[src/design/pfr_pkg.sv]
// shared constants and types for the fault limit and over-temperature response block
package pfr_pkg;
    // command codes of the limit and response registers
    localparam logic [7:0] PFR_CMD_OC_LV_LIMIT = 8'h48;
    localparam logic [7:0] PFR_CMD_OC_WARN_LIMIT = 8'h4A;
    localparam logic [7:0] PFR_CMD_OT_LIMIT = 8'h4F;
    localparam logic [7:0] PFR_CMD_OT_REACTION = 8'h50;
    // values after reset
    localparam logic [15:0] PFR_RST_OC_LV_LIMIT = 16'h0000;
    localparam logic [15:0] PFR_RST_OC_WARN_LIMIT = 16'h0000;
    // largest positive linear value: a mantissa of 7FF would read as -1 and trip at once
    localparam logic [15:0] PFR_RST_OT_LIMIT = 16'h7BFF;
    localparam logic [7:0] PFR_RST_OT_REACTION = 8'h80;
    // field positions of the reaction byte
    localparam int PFR_RESP_HI = 7;
    localparam int PFR_RESP_LO = 6;
    localparam int PFR_RETRY_HI = 5;
    localparam int PFR_RETRY_LO = 3;
    localparam int PFR_DELAY_HI = 2;
    localparam int PFR_DELAY_LO = 0;
    // response codes
    localparam logic [1:0] PFR_RESP_IGNORE = 2'h0;
    localparam logic [1:0] PFR_RESP_DELAY = 2'h1;
    localparam logic [1:0] PFR_RESP_DISABLE = 2'h2;
    localparam logic [1:0] PFR_RESP_LATCH = 2'h3;
    // retry field values
    localparam logic [2:0] PFR_RETRY_NONE = 3'h0;
    localparam logic [2:0] PFR_RETRY_ENDLESS = 3'h7;
    // delay counter width, enough for 128 units
    localparam int PFR_DCNT_W = 8;

    typedef enum logic [2:0] {
        PFR_ST_RUN,
        PFR_ST_WAIT_DLY,
        PFR_ST_OFF_WAIT,
        PFR_ST_TRY,
        PFR_ST_LATCH
    } pfr_state_t;
endpackage : pfr_pkg

[src/design/pfr_fault_resp.sv]
// limit registers and over-temperature fault response sequencer
`timescale 1ns/10ps
`default_nettype none
module pfr_fault_resp
    import pfr_pkg::*;
(
    input wire logic clk,                // core clock, 200 MHz
    input wire logic arst_n,             // bias power reset, active low
    input wire logic clk_en,             // freezes all state when low
    input wire logic cmd_wr,             // write transfer strobe
    input wire logic cmd_rd,             // read transfer strobe
    input wire logic [7:0] cmd_code,     // command code
    input wire logic cmd_word,           // 1 word transfer, 0 byte
    input wire logic [15:0] wr_data,     // write data, byte in low bits
    input wire logic [15:0] temp_meas,   // temperature, linear format
    input wire logic unit_tick,          // delay unit pulse
    input wire logic status_clr,         // status bit cleared
    input wire logic clear_faults,       // clear-faults command
    input wire logic reset_pin,          // reset pin, asynchronous
    input wire logic on_cmd,             // output commanded on
    output logic [15:0] rd_data_reg,     // read data
    output logic rd_valid_reg,           // read data valid pulse
    output logic cmd_err_reg,            // bad code or size pulse
    output logic out_enable_reg,         // output enable
    output logic shutdown_reg,           // output shut by fault
    output logic fault_latched_reg,      // latched fault status
    output logic [15:0] oc_lv_limit_reg, // over-current low-voltage threshold
    output logic [15:0] oc_warn_limit_reg // over-current warning limit
);
    logic [15:0] ot_limit_reg;
    logic [7:0] ot_react_reg;
    logic rst_meta_reg, rst_sync_reg, on_prev_reg;
    logic [2:0] tries_reg, tries_next;
    pfr_state_t state_reg, state_next;
    logic tmr_start, tmr_done, fault_now, clear_evt, size_ok, mapped;
    logic [1:0] resp;
    logic [2:0] retry_set;

    // linear word as a common fixed-point value: mantissa shifted by exponent + 16
    function automatic logic signed [47:0] lin_val(input logic [15:0] w);
        logic signed [47:0] m;
        logic [4:0] sh;
        m = 48'(signed'(w[10:0]));
        sh = w[15:11] + 5'h10;
        return m <<< sh;
    endfunction : lin_val

    assign resp = ot_react_reg[PFR_RESP_HI:PFR_RESP_LO];
    assign retry_set = ot_react_reg[PFR_RETRY_HI:PFR_RETRY_LO];
    assign fault_now = lin_val(temp_meas) >= lin_val(ot_limit_reg);
    // bias loss acts through arst_n; the rest arrive here
    assign clear_evt = status_clr | clear_faults | rst_sync_reg | (on_cmd & ~on_prev_reg);
    assign mapped = (cmd_code == PFR_CMD_OC_LV_LIMIT) || (cmd_code == PFR_CMD_OC_WARN_LIMIT)
        || (cmd_code == PFR_CMD_OT_LIMIT) || (cmd_code == PFR_CMD_OT_REACTION);
    assign size_ok = (cmd_code == PFR_CMD_OT_REACTION) ? !cmd_word : cmd_word;

    // reset pin crosses into the clock domain through two flops
    always_ff @(posedge clk or negedge arst_n)
    begin
        if (!arst_n)
        begin
            rst_meta_reg <= 1'b0;
            rst_sync_reg <= 1'b0;
            on_prev_reg <= 1'b1; // on idles high, so no false off-then-on after reset
        end
        else if (clk_en)
        begin
            rst_meta_reg <= reset_pin;
            rst_sync_reg <= rst_meta_reg;
            on_prev_reg <= on_cmd;
        end
    end

    // register writes; a wrong-size or unknown transfer changes nothing
    always_ff @(posedge clk or negedge arst_n)
    begin
        if (!arst_n)
        begin
            oc_lv_limit_reg <= PFR_RST_OC_LV_LIMIT;
            oc_warn_limit_reg <= PFR_RST_OC_WARN_LIMIT;
            ot_limit_reg <= PFR_RST_OT_LIMIT;
            ot_react_reg <= PFR_RST_OT_REACTION;
        end
        else if (clk_en && cmd_wr && mapped && size_ok)
        begin
            unique case (cmd_code)
                PFR_CMD_OC_LV_LIMIT: oc_lv_limit_reg <= wr_data;
                PFR_CMD_OC_WARN_LIMIT: oc_warn_limit_reg <= wr_data;
                PFR_CMD_OT_LIMIT: ot_limit_reg <= wr_data;
                default: ot_react_reg <= wr_data[7:0];
            endcase
        end
    end

    // read answers one cycle after the strobe
    always_ff @(posedge clk or negedge arst_n)
    begin
        if (!arst_n)
        begin
            rd_data_reg <= 16'h0000;
            rd_valid_reg <= 1'b0;
            cmd_err_reg <= 1'b0;
        end
        else if (clk_en)
        begin
            rd_valid_reg <= cmd_rd && mapped && size_ok;
            cmd_err_reg <= (cmd_rd || cmd_wr) && !(mapped && size_ok);
            if (cmd_rd && mapped && size_ok)
            begin
                unique case (cmd_code)
                    PFR_CMD_OC_LV_LIMIT: rd_data_reg <= oc_lv_limit_reg;
                    PFR_CMD_OC_WARN_LIMIT: rd_data_reg <= oc_warn_limit_reg;
                    PFR_CMD_OT_LIMIT: rd_data_reg <= ot_limit_reg;
                    default: rd_data_reg <= {8'h00, ot_react_reg};
                endcase
            end
        end
    end

    // sequencer: clear or commanded off always returns to the running state
    always_comb
    begin
        state_next = state_reg;
        tries_next = tries_reg;
        tmr_start = 1'b0;
        if (clear_evt || !on_cmd)
        begin
            state_next = PFR_ST_RUN;
            tries_next = 3'h0;
        end
        else
        begin
            unique case (state_reg)
                PFR_ST_RUN:
                    if (fault_now)
                    begin
                        unique case (resp)
                            PFR_RESP_IGNORE: state_next = PFR_ST_RUN;
                            PFR_RESP_DELAY:
                            begin
                                state_next = PFR_ST_WAIT_DLY;
                                tmr_start = 1'b1;
                            end
                            PFR_RESP_DISABLE:
                            begin
                                tries_next = 3'h0;
                                tmr_start = 1'b1;
                                state_next = (retry_set == PFR_RETRY_NONE) ? PFR_ST_LATCH
                                    : PFR_ST_OFF_WAIT;
                            end
                            PFR_RESP_LATCH: state_next = PFR_ST_LATCH;
                        endcase
                    end
                PFR_ST_WAIT_DLY:
                    if (!fault_now)
                        state_next = PFR_ST_RUN;
                    else if (tmr_done)
                    begin
                        tries_next = 3'h0;
                        tmr_start = 1'b1;
                        state_next = (retry_set == PFR_RETRY_NONE) ? PFR_ST_LATCH
                            : PFR_ST_OFF_WAIT;
                    end
                PFR_ST_OFF_WAIT:
                    if (tmr_done)
                    begin
                        state_next = PFR_ST_TRY;
                        tmr_start = 1'b1;
                        if (retry_set != PFR_RETRY_ENDLESS)
                            tries_next = tries_reg + 3'h1;
                    end
                PFR_ST_TRY:
                    if (fault_now)
                    begin
                        tmr_start = 1'b1;
                        // a failed last attempt ends the sequence
                        state_next = (retry_set != PFR_RETRY_ENDLESS && tries_reg >= retry_set)
                            ? PFR_ST_LATCH : PFR_ST_OFF_WAIT;
                    end
                    else if (tmr_done)
                        state_next = PFR_ST_RUN;
                PFR_ST_LATCH: state_next = PFR_ST_LATCH;
            endcase
        end
    end

    // state, attempt count and the registered output decision
    always_ff @(posedge clk or negedge arst_n)
    begin
        if (!arst_n)
        begin
            state_reg <= PFR_ST_RUN;
            tries_reg <= 3'h0;
            out_enable_reg <= 1'b0;
            shutdown_reg <= 1'b0;
        end
        else if (clk_en)
        begin
            state_reg <= state_next;
            tries_reg <= tries_next;
            out_enable_reg <= on_cmd && (state_next == PFR_ST_RUN
                || state_next == PFR_ST_WAIT_DLY || state_next == PFR_ST_TRY);
            shutdown_reg <= state_next == PFR_ST_OFF_WAIT || state_next == PFR_ST_LATCH;
        end
    end

    // status flag: a fault while on_cmd is high in the same cycle as a clear keeps the flag set
    always_ff @(posedge clk or negedge arst_n)
    begin
        if (!arst_n)
            fault_latched_reg <= 1'b0;
        else if (clk_en)
        begin
            if (fault_now && on_cmd)
                fault_latched_reg <= 1'b1;
            else if (clear_evt)
                fault_latched_reg <= 1'b0;
        end
    end

    pfr_delay_timer u_timer (
        .clk(clk),
        .arst_n(arst_n),
        .clk_en(clk_en),
        .start(tmr_start),
        .unit_tick(unit_tick),
        .exp_sel(ot_react_reg[PFR_DELAY_HI:PFR_DELAY_LO]),
        .done_reg(tmr_done)
    );
endmodule : pfr_fault_resp
`default_nettype wire

[src/design/pfr_delay_timer.sv]
// delay timer counting 2**n delay-unit ticks
`timescale 1ns/10ps
`default_nettype none
module pfr_delay_timer
    import pfr_pkg::*;
(
    input wire logic clk,                // core clock
    input wire logic arst_n,             // async reset, active low
    input wire logic clk_en,             // freezes the timer when low
    input wire logic start,              // restart the interval
    input wire logic unit_tick,          // one pulse per delay unit
    input wire logic [2:0] exp_sel,      // interval is 2**exp_sel units
    output logic done_reg                // pulse at interval end
);
    logic [PFR_DCNT_W-1:0] cnt_reg;
    logic busy_reg;

    // start wins over a running count so a new interval is always full length
    always_ff @(posedge clk or negedge arst_n)
    begin
        if (!arst_n)
        begin
            cnt_reg <= '0;
            busy_reg <= 1'b0;
            done_reg <= 1'b0;
        end
        else if (clk_en)
        begin
            done_reg <= 1'b0;
            if (start)
            begin
                cnt_reg <= PFR_DCNT_W'(1) << exp_sel;
                busy_reg <= 1'b1;
            end
            else if (busy_reg && unit_tick)
            begin
                cnt_reg <= cnt_reg - PFR_DCNT_W'(1);
                if (cnt_reg == PFR_DCNT_W'(1))
                begin
                    busy_reg <= 1'b0;
                    done_reg <= 1'b1;
                end
            end
        end
    end
endmodule : pfr_delay_timer
`default_nettype wire

[config.mk]
export PLATFORM = sky130hd
export DESIGN_NAME = pfr_fault_resp
export DESIGN_NICKNAME = d
export VERILOG_FILES = /design/src/design/pfr_pkg.sv /design/src/design/pfr_fault_resp.sv /design/src/design/pfr_delay_timer.sv
export SDC_FILE = /design/constraint.sdc
export NUM_CORES = 1
export LEC_CHECK = 0
export BUFFER_PORTS_ARGS = -buffer_cell sky130_fd_sc_hd__buf_2
export CAP_MARGIN = 20
export CORE_ASPECT_RATIO = 1.1
export CORE_MARGIN = 2
export CORE_UTILIZATION = 50
export DETAILED_ROUTE_END_ITERATION = 8
export PLACE_DENSITY_LB_ADDON = 0.08
export SKIP_LAST_GASP = 1
export SLEW_MARGIN = 20
export SYNTH_ARGS = -nofsm -noshare
export SYNTH_HDL_FRONTEND = slang
export SYNTH_HIERARCHICAL = 1
export SYNTH_SLANG_ARGS = --single-unit
[constraint.sdc]
create_clock -name clk -period 13.8 [get_ports clk]
set_clock_uncertainty 0.05 [all_clocks]
set_input_delay 0.69 -clock clk [delete_from_list [all_inputs] [get_ports clk]]
set_output_delay 0.69 -clock clk [all_outputs]
set_load 0.02 [all_outputs]
Word-level counts from Yosys, hierarchy flattened
Index checks and enable logic that the tools add are counted.
{"block": "word_totals", "inputBits": 51, "ff_bits": 96, "elab_cells": 135}
{"block": "classes", "n_addsub": 4, "eq_ne": 23, "bitwise": 6, "order_cmp": 2, "shifts": 3, "n_reduce_logical": 41, "n_mux": 38}
{"operator": "<<< shifter 11 x 5 -> 48 bit", "n": 2}
{"operator": ">= comparator 48 bit", "n": 1}
{"operator": "2-to-1 mux 3 bit", "n": 16}
{"operator": "case mux 16 bit (3 select lines)", "n": 1}
{"operator": "== test 8 x 7 -> 1 bit, second input constant", "n": 4}
{"operator": "2-to-1 mux 8 bit", "n": 2}
{"operator": "2-to-1 mux 1 bit", "n": 15}
{"operator": "case mux 3 bit (5 select lines)", "n": 1}
{"operator": "AND reduction 2 bit", "n": 7}
{"operator": "== test 3 x 2 -> 1 bit, second input constant", "n": 4}
{"operator": "inequality test 3 bit, second input constant", "n": 4}
{"operator": "case mux 3 bit (4 select lines)", "n": 1}
{"operator": "logical AND 1 bit", "n": 11}
{"operator": "adder 5 bit, second input constant", "n": 2}
{"operator": "zero test 3 bit", "n": 3}
{"operator": "inequality test 3 x 2 -> 1 bit, second input constant", "n": 3}
{"operator": "case mux 3 bit (3 select lines)", "n": 1}
{"operator": "== test 8 x 1 -> 1 bit, second input constant", "n": 1}
{"operator": "logical OR 1 bit", "n": 8}
{"operator": "AND reduction 8 bit", "n": 1}
{"operator": "left shift 1 x 3 -> 8 bit, first input constant", "n": 1}
{"operator": "subtractor 8 x 1 -> 8 bit, second input constant", "n": 1}
{"operator": "== test 3 x 1 -> 1 bit, second input constant", "n": 2}
{"operator": "== test 3 bit, second input constant", "n": 2}
{"operator": "other kinds (15)", "n": 23}

Logic depth before layout (Yosys ltp)
{"block": "logic_depth", "word_depth": 10, "depth_mapped": 24, "depth_no_buf": 21}

Modules after synthesis
Netlist, hierarchy kept.
{"mod": "pfr_fault_resp", "area_per_inst_um2": 6819.0, "instances": 1, "seq_area_each_um2": 2172.1, "cells_per_inst": 765}
{"mod": "pfr_delay_timer", "area_per_inst_um2": 668.1, "instances": 1, "seq_area_each_um2": 250.2, "cells_per_inst": 76}

Worst setup path after synthesis
Ideal clock, no wire load.
{"block": "synth_path", "path_type": "input-to-reg", "startpoint": "input temp_meas[11]", "endpoint": "register u_timer.cnt_reg[1]", "t_arrival_ns": 4.956, "setup_time_ns": 0.125, "cell_stages": 23, "path_slack_ns": 8.668, "t_required_ns": 13.625, "path_cell_list": "clkbuf_1 clkbuf_1 mux2i_1 nand2_1 o21ai_0 inv_1 a21oi_1 mux2i_1 and2_1 ha_1 nand4_1 or4_1 a21o_1 a21o_2 and4_4 nor2_4 o311ai_0 a211oi_1 buf_2 buf_1 nor2_1 o21ai_0 o21ai_1"}
{"block": "synth_between", "elab_chain_len": 8}
{"element": "from (decl)", "line": "pfr_fault_resp.sv:15", "source": "input wire logic [15:0] temp_meas,"}
{"element": "adder 5 bit *", "line": "pfr_fault_resp.sv:44", "source": "sh = w[15:11] + 5'h10;"}
{"element": "<<< shifter 11 x 5 -> 48 bit *", "line": "pfr_fault_resp.sv:45", "source": "return m <<< sh;"}
{"element": ">= comparator 48 bit *", "line": "pfr_fault_resp.sv:50", "source": "assign fault_now = lin_val(temp_meas) >= lin_val(ot_limit_reg);"}
{"element": "2-to-1 mux 1 bit, on equally long branches", "line": "pfr_fault_resp.sv:173, pfr_fault_resp.sv:135, pfr_fault_resp.sv:155"}
{"element": "case mux 1 bit (4 select lines) *", "line": "pfr_fault_resp.sv:133", "source": "unique case (state_reg)"}
{"element": "2-to-1 mux 1 bit *", "line": "pfr_fault_resp.sv:126", "source": "if (clear_evt || !on_cmd)"}
{"element": "via tmr_start", "line": "pfr_fault_resp.sv:35", "source": "logic tmr_start, tmr_done, fault_now, clear_evt, size_ok, mapped;"}
{"element": "nonzero test 2 bit (no source line)"}
{"element": "AND reduction 2 bit (no source line)"}
{"element": "to (signal assigned)", "line": "pfr_delay_timer.sv:32", "source": "cnt_reg <= PFR_DCNT_W'(1) << exp_sel;"}
{"element": "to (signal assigned)", "line": "pfr_delay_timer.sv:37", "source": "cnt_reg <= cnt_reg - PFR_DCNT_W'(1);"}
{"element": "to (decl)", "line": "pfr_delay_timer.sv:15", "source": "logic [PFR_DCNT_W-1:0] cnt_reg;"}
Mark *: on every way through the listed nets, which the timed path passes. The rest lies on a longest branch.
A chain may end at the register's enable or synchronous reset.

Worst setup path after layout
{"block": "layout_path", "startpoint": "register ot_limit_reg[11]", "endpoint": "register u_timer.cnt_reg[0]"}
{"block": "layout_between", "elab_chain_len": 8}
{"element": "from (decl)", "line": "pfr_fault_resp.sv:30", "source": "logic [15:0] ot_limit_reg;"}
{"element": "from (signal assigned)", "line": "pfr_fault_resp.sv:89", "source": "PFR_CMD_OT_LIMIT: ot_limit_reg <= wr_data;"}
{"element": "adder 5 bit *", "line": "pfr_fault_resp.sv:44"}
{"element": "<<< shifter 11 x 5 -> 48 bit *", "line": "pfr_fault_resp.sv:45"}
{"element": ">= comparator 48 bit *", "line": "pfr_fault_resp.sv:50"}
{"element": "2-to-1 mux 1 bit, on equally long branches", "line": "pfr_fault_resp.sv:173, pfr_fault_resp.sv:135, pfr_fault_resp.sv:155"}
{"element": "case mux 1 bit (4 select lines) *", "line": "pfr_fault_resp.sv:133"}
{"element": "2-to-1 mux 1 bit *", "line": "pfr_fault_resp.sv:126"}
{"element": "via tmr_start", "line": "pfr_fault_resp.sv:35"}
{"element": "nonzero test 2 bit (no source line)"}
{"element": "AND reduction 2 bit (no source line)"}
Marks and branches as above.

==> reports/qor.txt <==
result of the run - complete, no violations
detailed-router iteration count before antenna repair - 8
Total Die Area - 16000 sq um
maximum number of pins on one net before global-route repair - 79
share of the synthesized netlist area taken by xor and xnor gates - 0%
sort of element at the start of the critical path - register
fraction of registers with async set/reset - 100%
portion of the post-synthesis area used by sequential elements - 32.4%
slowest stage delay, CP - 0.75 ns
Synth Area in Compound Gates - 21.6%
Hold Vio Cnt, Final - 0
fraction of the core area covered by cells at the end of the flow - 58.0%
required time of the critical path - 14.02 ns
DR vias/cell - 6.09
wire length per cell after detailed routing - 18.5 um
post-route worst hold slack - 0.145 ns
number of antenna violations at the first check in global routing - 2
CTS clk-pin slew, worst paths - 0.08 ns
synthesized area divided by synthesized cell count - 8.90 sq um
Chip Height - 132 um
Clock Path Buffers - 2
post-route fraction of the period consumed by the critical path - 41.0%
Hold Crit Class - in2async
post-cts resize count - 0
maximum vdd drop - 64.9 uV
half-perimeter wire length of the detailed placement result - 15.7 mm
aggregate negative setup slack - 0 ns
number of global-route vias before repair - 6613
pre-CTS WS - 7.70 ns
CP max stage cell - dfstp_2
GR Layer Usage met3 - 4.50%
Slew HR - 33.0%
post-route minimum period - 5.65 ns
core region area - 14500 sq um
Post-DRT Antenna Nets - 0
multiplexer share of the synthesized area - 16.5%
Design Power - 0.661 mW
share of cells above drive strength 1 - 25.8%
launch point of the worst reg-to-reg path - ot_limit_reg[11]
Top delay family on crit path - compound AO/OA/AOI/OAI gates
number of placement rows - 46
count of port buffers added during placement - 103
simple-gate share of the synthesized area - 16.7%
Synth Warn # - 6
unrepaired setup endpoints after global routing - false
fraction of the mapped netlist area in adder cells - 8.69%
count of H-tree levels built during CTS - 3
syn nets - 944
setup ws final - 8.15 ns
number of nets at the end of the flow - 1013
pwr/cell area - 78.5 nW/um^2
DIE WIDTH - 121 um
number of flops mapped to enable cells by yosys - 0
WL final - 20.6 mm
transition time at the pin with the least slew margin - 1.01 ns
drt first-iter violations - 636
reported leakage power - 3.88 nW
largest family of logic cells by synthesized area - compound AO/OA/AOI/OAI gates
Unique masters post-synth - 75
number of flip-flops and latches in the synthesized netlist - 96
FMAX - 0.177 GHz
Post-Syn Instances - 841
count of pins over their slew limit - 0
count of buffer and inverter cells on the critical path - 0
# hold bufs at CTS - 0
total I/O pin count - 104
main area contributors after synthesis - dfrtp_1 27%, mux2_2 11%, ha_1 8.7%
library cell occupying the most area in the post-synthesis netlist - dfrtp_1
Syn Std Cell Area - 7490 sq um
total routing resource utilization after global routing - 26.3%
latest clock arrival within the worst-skew pair - 0.35 ns
element type at the critical path end - register
CP arrival - 5.87 ns
Num CTS Buffers - 9
Final setup violation count - 0
fraction of met2 tracks used by global routing - 42.3%
top fanout value on the critical path - 20
# DRC - 0
Clock Sinks - 96
met1 capacity usage during global routing - 36.0%
starting density of the core - 51.6%
sum of overflow across all layers after global routing - 0
most used flip-flop cell after synthesis - dfrtp_1
type of the worst setup path - reg2reg
launching element of the worst setup path - ot_limit_reg[11]
max_cap viols - 0
Clock Root Buffer - clkbuf_16
most utilized layer in the global route result - met2
clock tree from TritonCTS - done
share of the synthesized area in the top cell type - 26.7%
synthesis-to-layout area growth - 12.4%
setup repair bufs after CTS - 0
crit-path cells - mux2_2, o21ai_0, o21ai_0, mux2_2, a21boi_0, ha_1, nand4_1, nor4_4, nand3_1, o31a_1, and4_4, nor2_4, o311ai_0, a211oi_4, o21ai_1, or3_1, o211ai_1
final estimated routing congestion in global placement - 0.930
global-route wire length before repair - 34.0 mm
via count - 6750
==> report_power, final <==
| group | switching, mW | internal (mW) | leakage [nW] |
|---|---|---|---|
| logic | 0.0698 | 0.0450 | 2.47 |
| registers | 0.00590 | 0.287 | 1.26 |
| clock network | 0.123 | 0.129 | 0.150 |
==> cell usage after synthesis, types with 15 or more instances <==
cell and number:
nand2_1 105, dfrtp_1 80, mux2_2 75, o21ai_0 66, nor2_1 62, a21oi_1 57
ha_1 52, clkbuf_1 41, mux2i_1 39, inv_1 28, a21o_1 17, a222oi_1 16
dfstp_2 16, nand3_1 15
==> per-stage QoR <==
stage,instance area (sq um),cells
4_1_cts,8400,1107
3_5_place_dp,8090,1091
5_1_grt,8410,1107
2_1_floorplan,7490,841
3_3_place_gp,8090,1091
6_report,8420,1109
==> worst reg2reg max path: cells and delay by family, from the launching register on <==
family	cells	cell delay, ns
AO/OA/AOI/OAI	8	2.42
adder cells (fa/ha/maj)	1	0.17
flip-flops	1	0.75
multiplexers	2	0.70
AND/OR/NAND/NOR	6	1.49
==> worst paths after layout <==
| kind | to | slack (ns) | depth (start not counted) |
|---|---|---|---|
| max | u_timer/cnt_reg[0] | 8.15 | 17 |
| min | oc_warn_limit_reg[9] | 0.14 | 1 |
| max reg2reg | u_timer/cnt_reg[0] | 8.15 | 17 |
| min reg2reg | rd_data_reg[0] | 0.43 | 1 |
| max in group asynchronous | fault_latched_reg | 12.56 | 2 |
| min in group clk | rd_data_reg[0] | 0.43 | 1 |
==> per-layer routing <==
metal | vias up | share of wire, % | routed length (um)
li1 | 3262 | - | -
met1 | 3220 | 45 | 9270
met2 | 235 | 47 | 9610
met3 | 31 | 6.1 | 1260
met4 | 2 | 2.0 | 411
met5 | - | 0.078 | 16
==> logic make-up (layout without fill, tap and decap cells) <==
| family | Yosys count | after routing |
|---|---|---|
| multiplexers | 114 | 114 |
| buffers and inverters | 79 | 153 |
| flip-flops | 96 | 96 |
| adder cells (fa/ha/maj) | 52 | 52 |
| AO/OA/AOI/OAI | 244 | 244 |
| other | 0 | 2 |
| AND/OR/NAND/NOR | 256 | 256 |
==> placed cells by master (no fill, tap or decap), types with 5 or more instances in the layout <==
master     instances
nor2_1            62
a21o_1            17
buf_2            102
buf_4              5
o21ai_0           66
nand4_1            7
a21oi_1           57
mux2i_1           39
dfrtp_1           80
a222oi_1          16
inv_1             28
and2_1             8
o21a_1            11
nand3_1           15
clkbuf_16          9
nor4_1             5
a21boi_0           7
a22oi_1            7
and3_1             5
mux2_2            75
ha_1              52
nand2_1          105
nor3_1            10
o22ai_1            5
dfstp_2           16
a31oi_1            9
nand2b_1           6
==> final cells by class <==
class / instances / area [sq um]
antenna: 2 / 5.00
clock buffer: 9 / 225
clock inverter: 7 / 86.3
fill: 1352 / 6090
inverter: 29 / 109
multi-input combinational: 666 / 4770
sequential: 96 / 2420
tap: 192 / 240
timing repair buffer: 108 / 559
(Power assumes the default switching activity.)
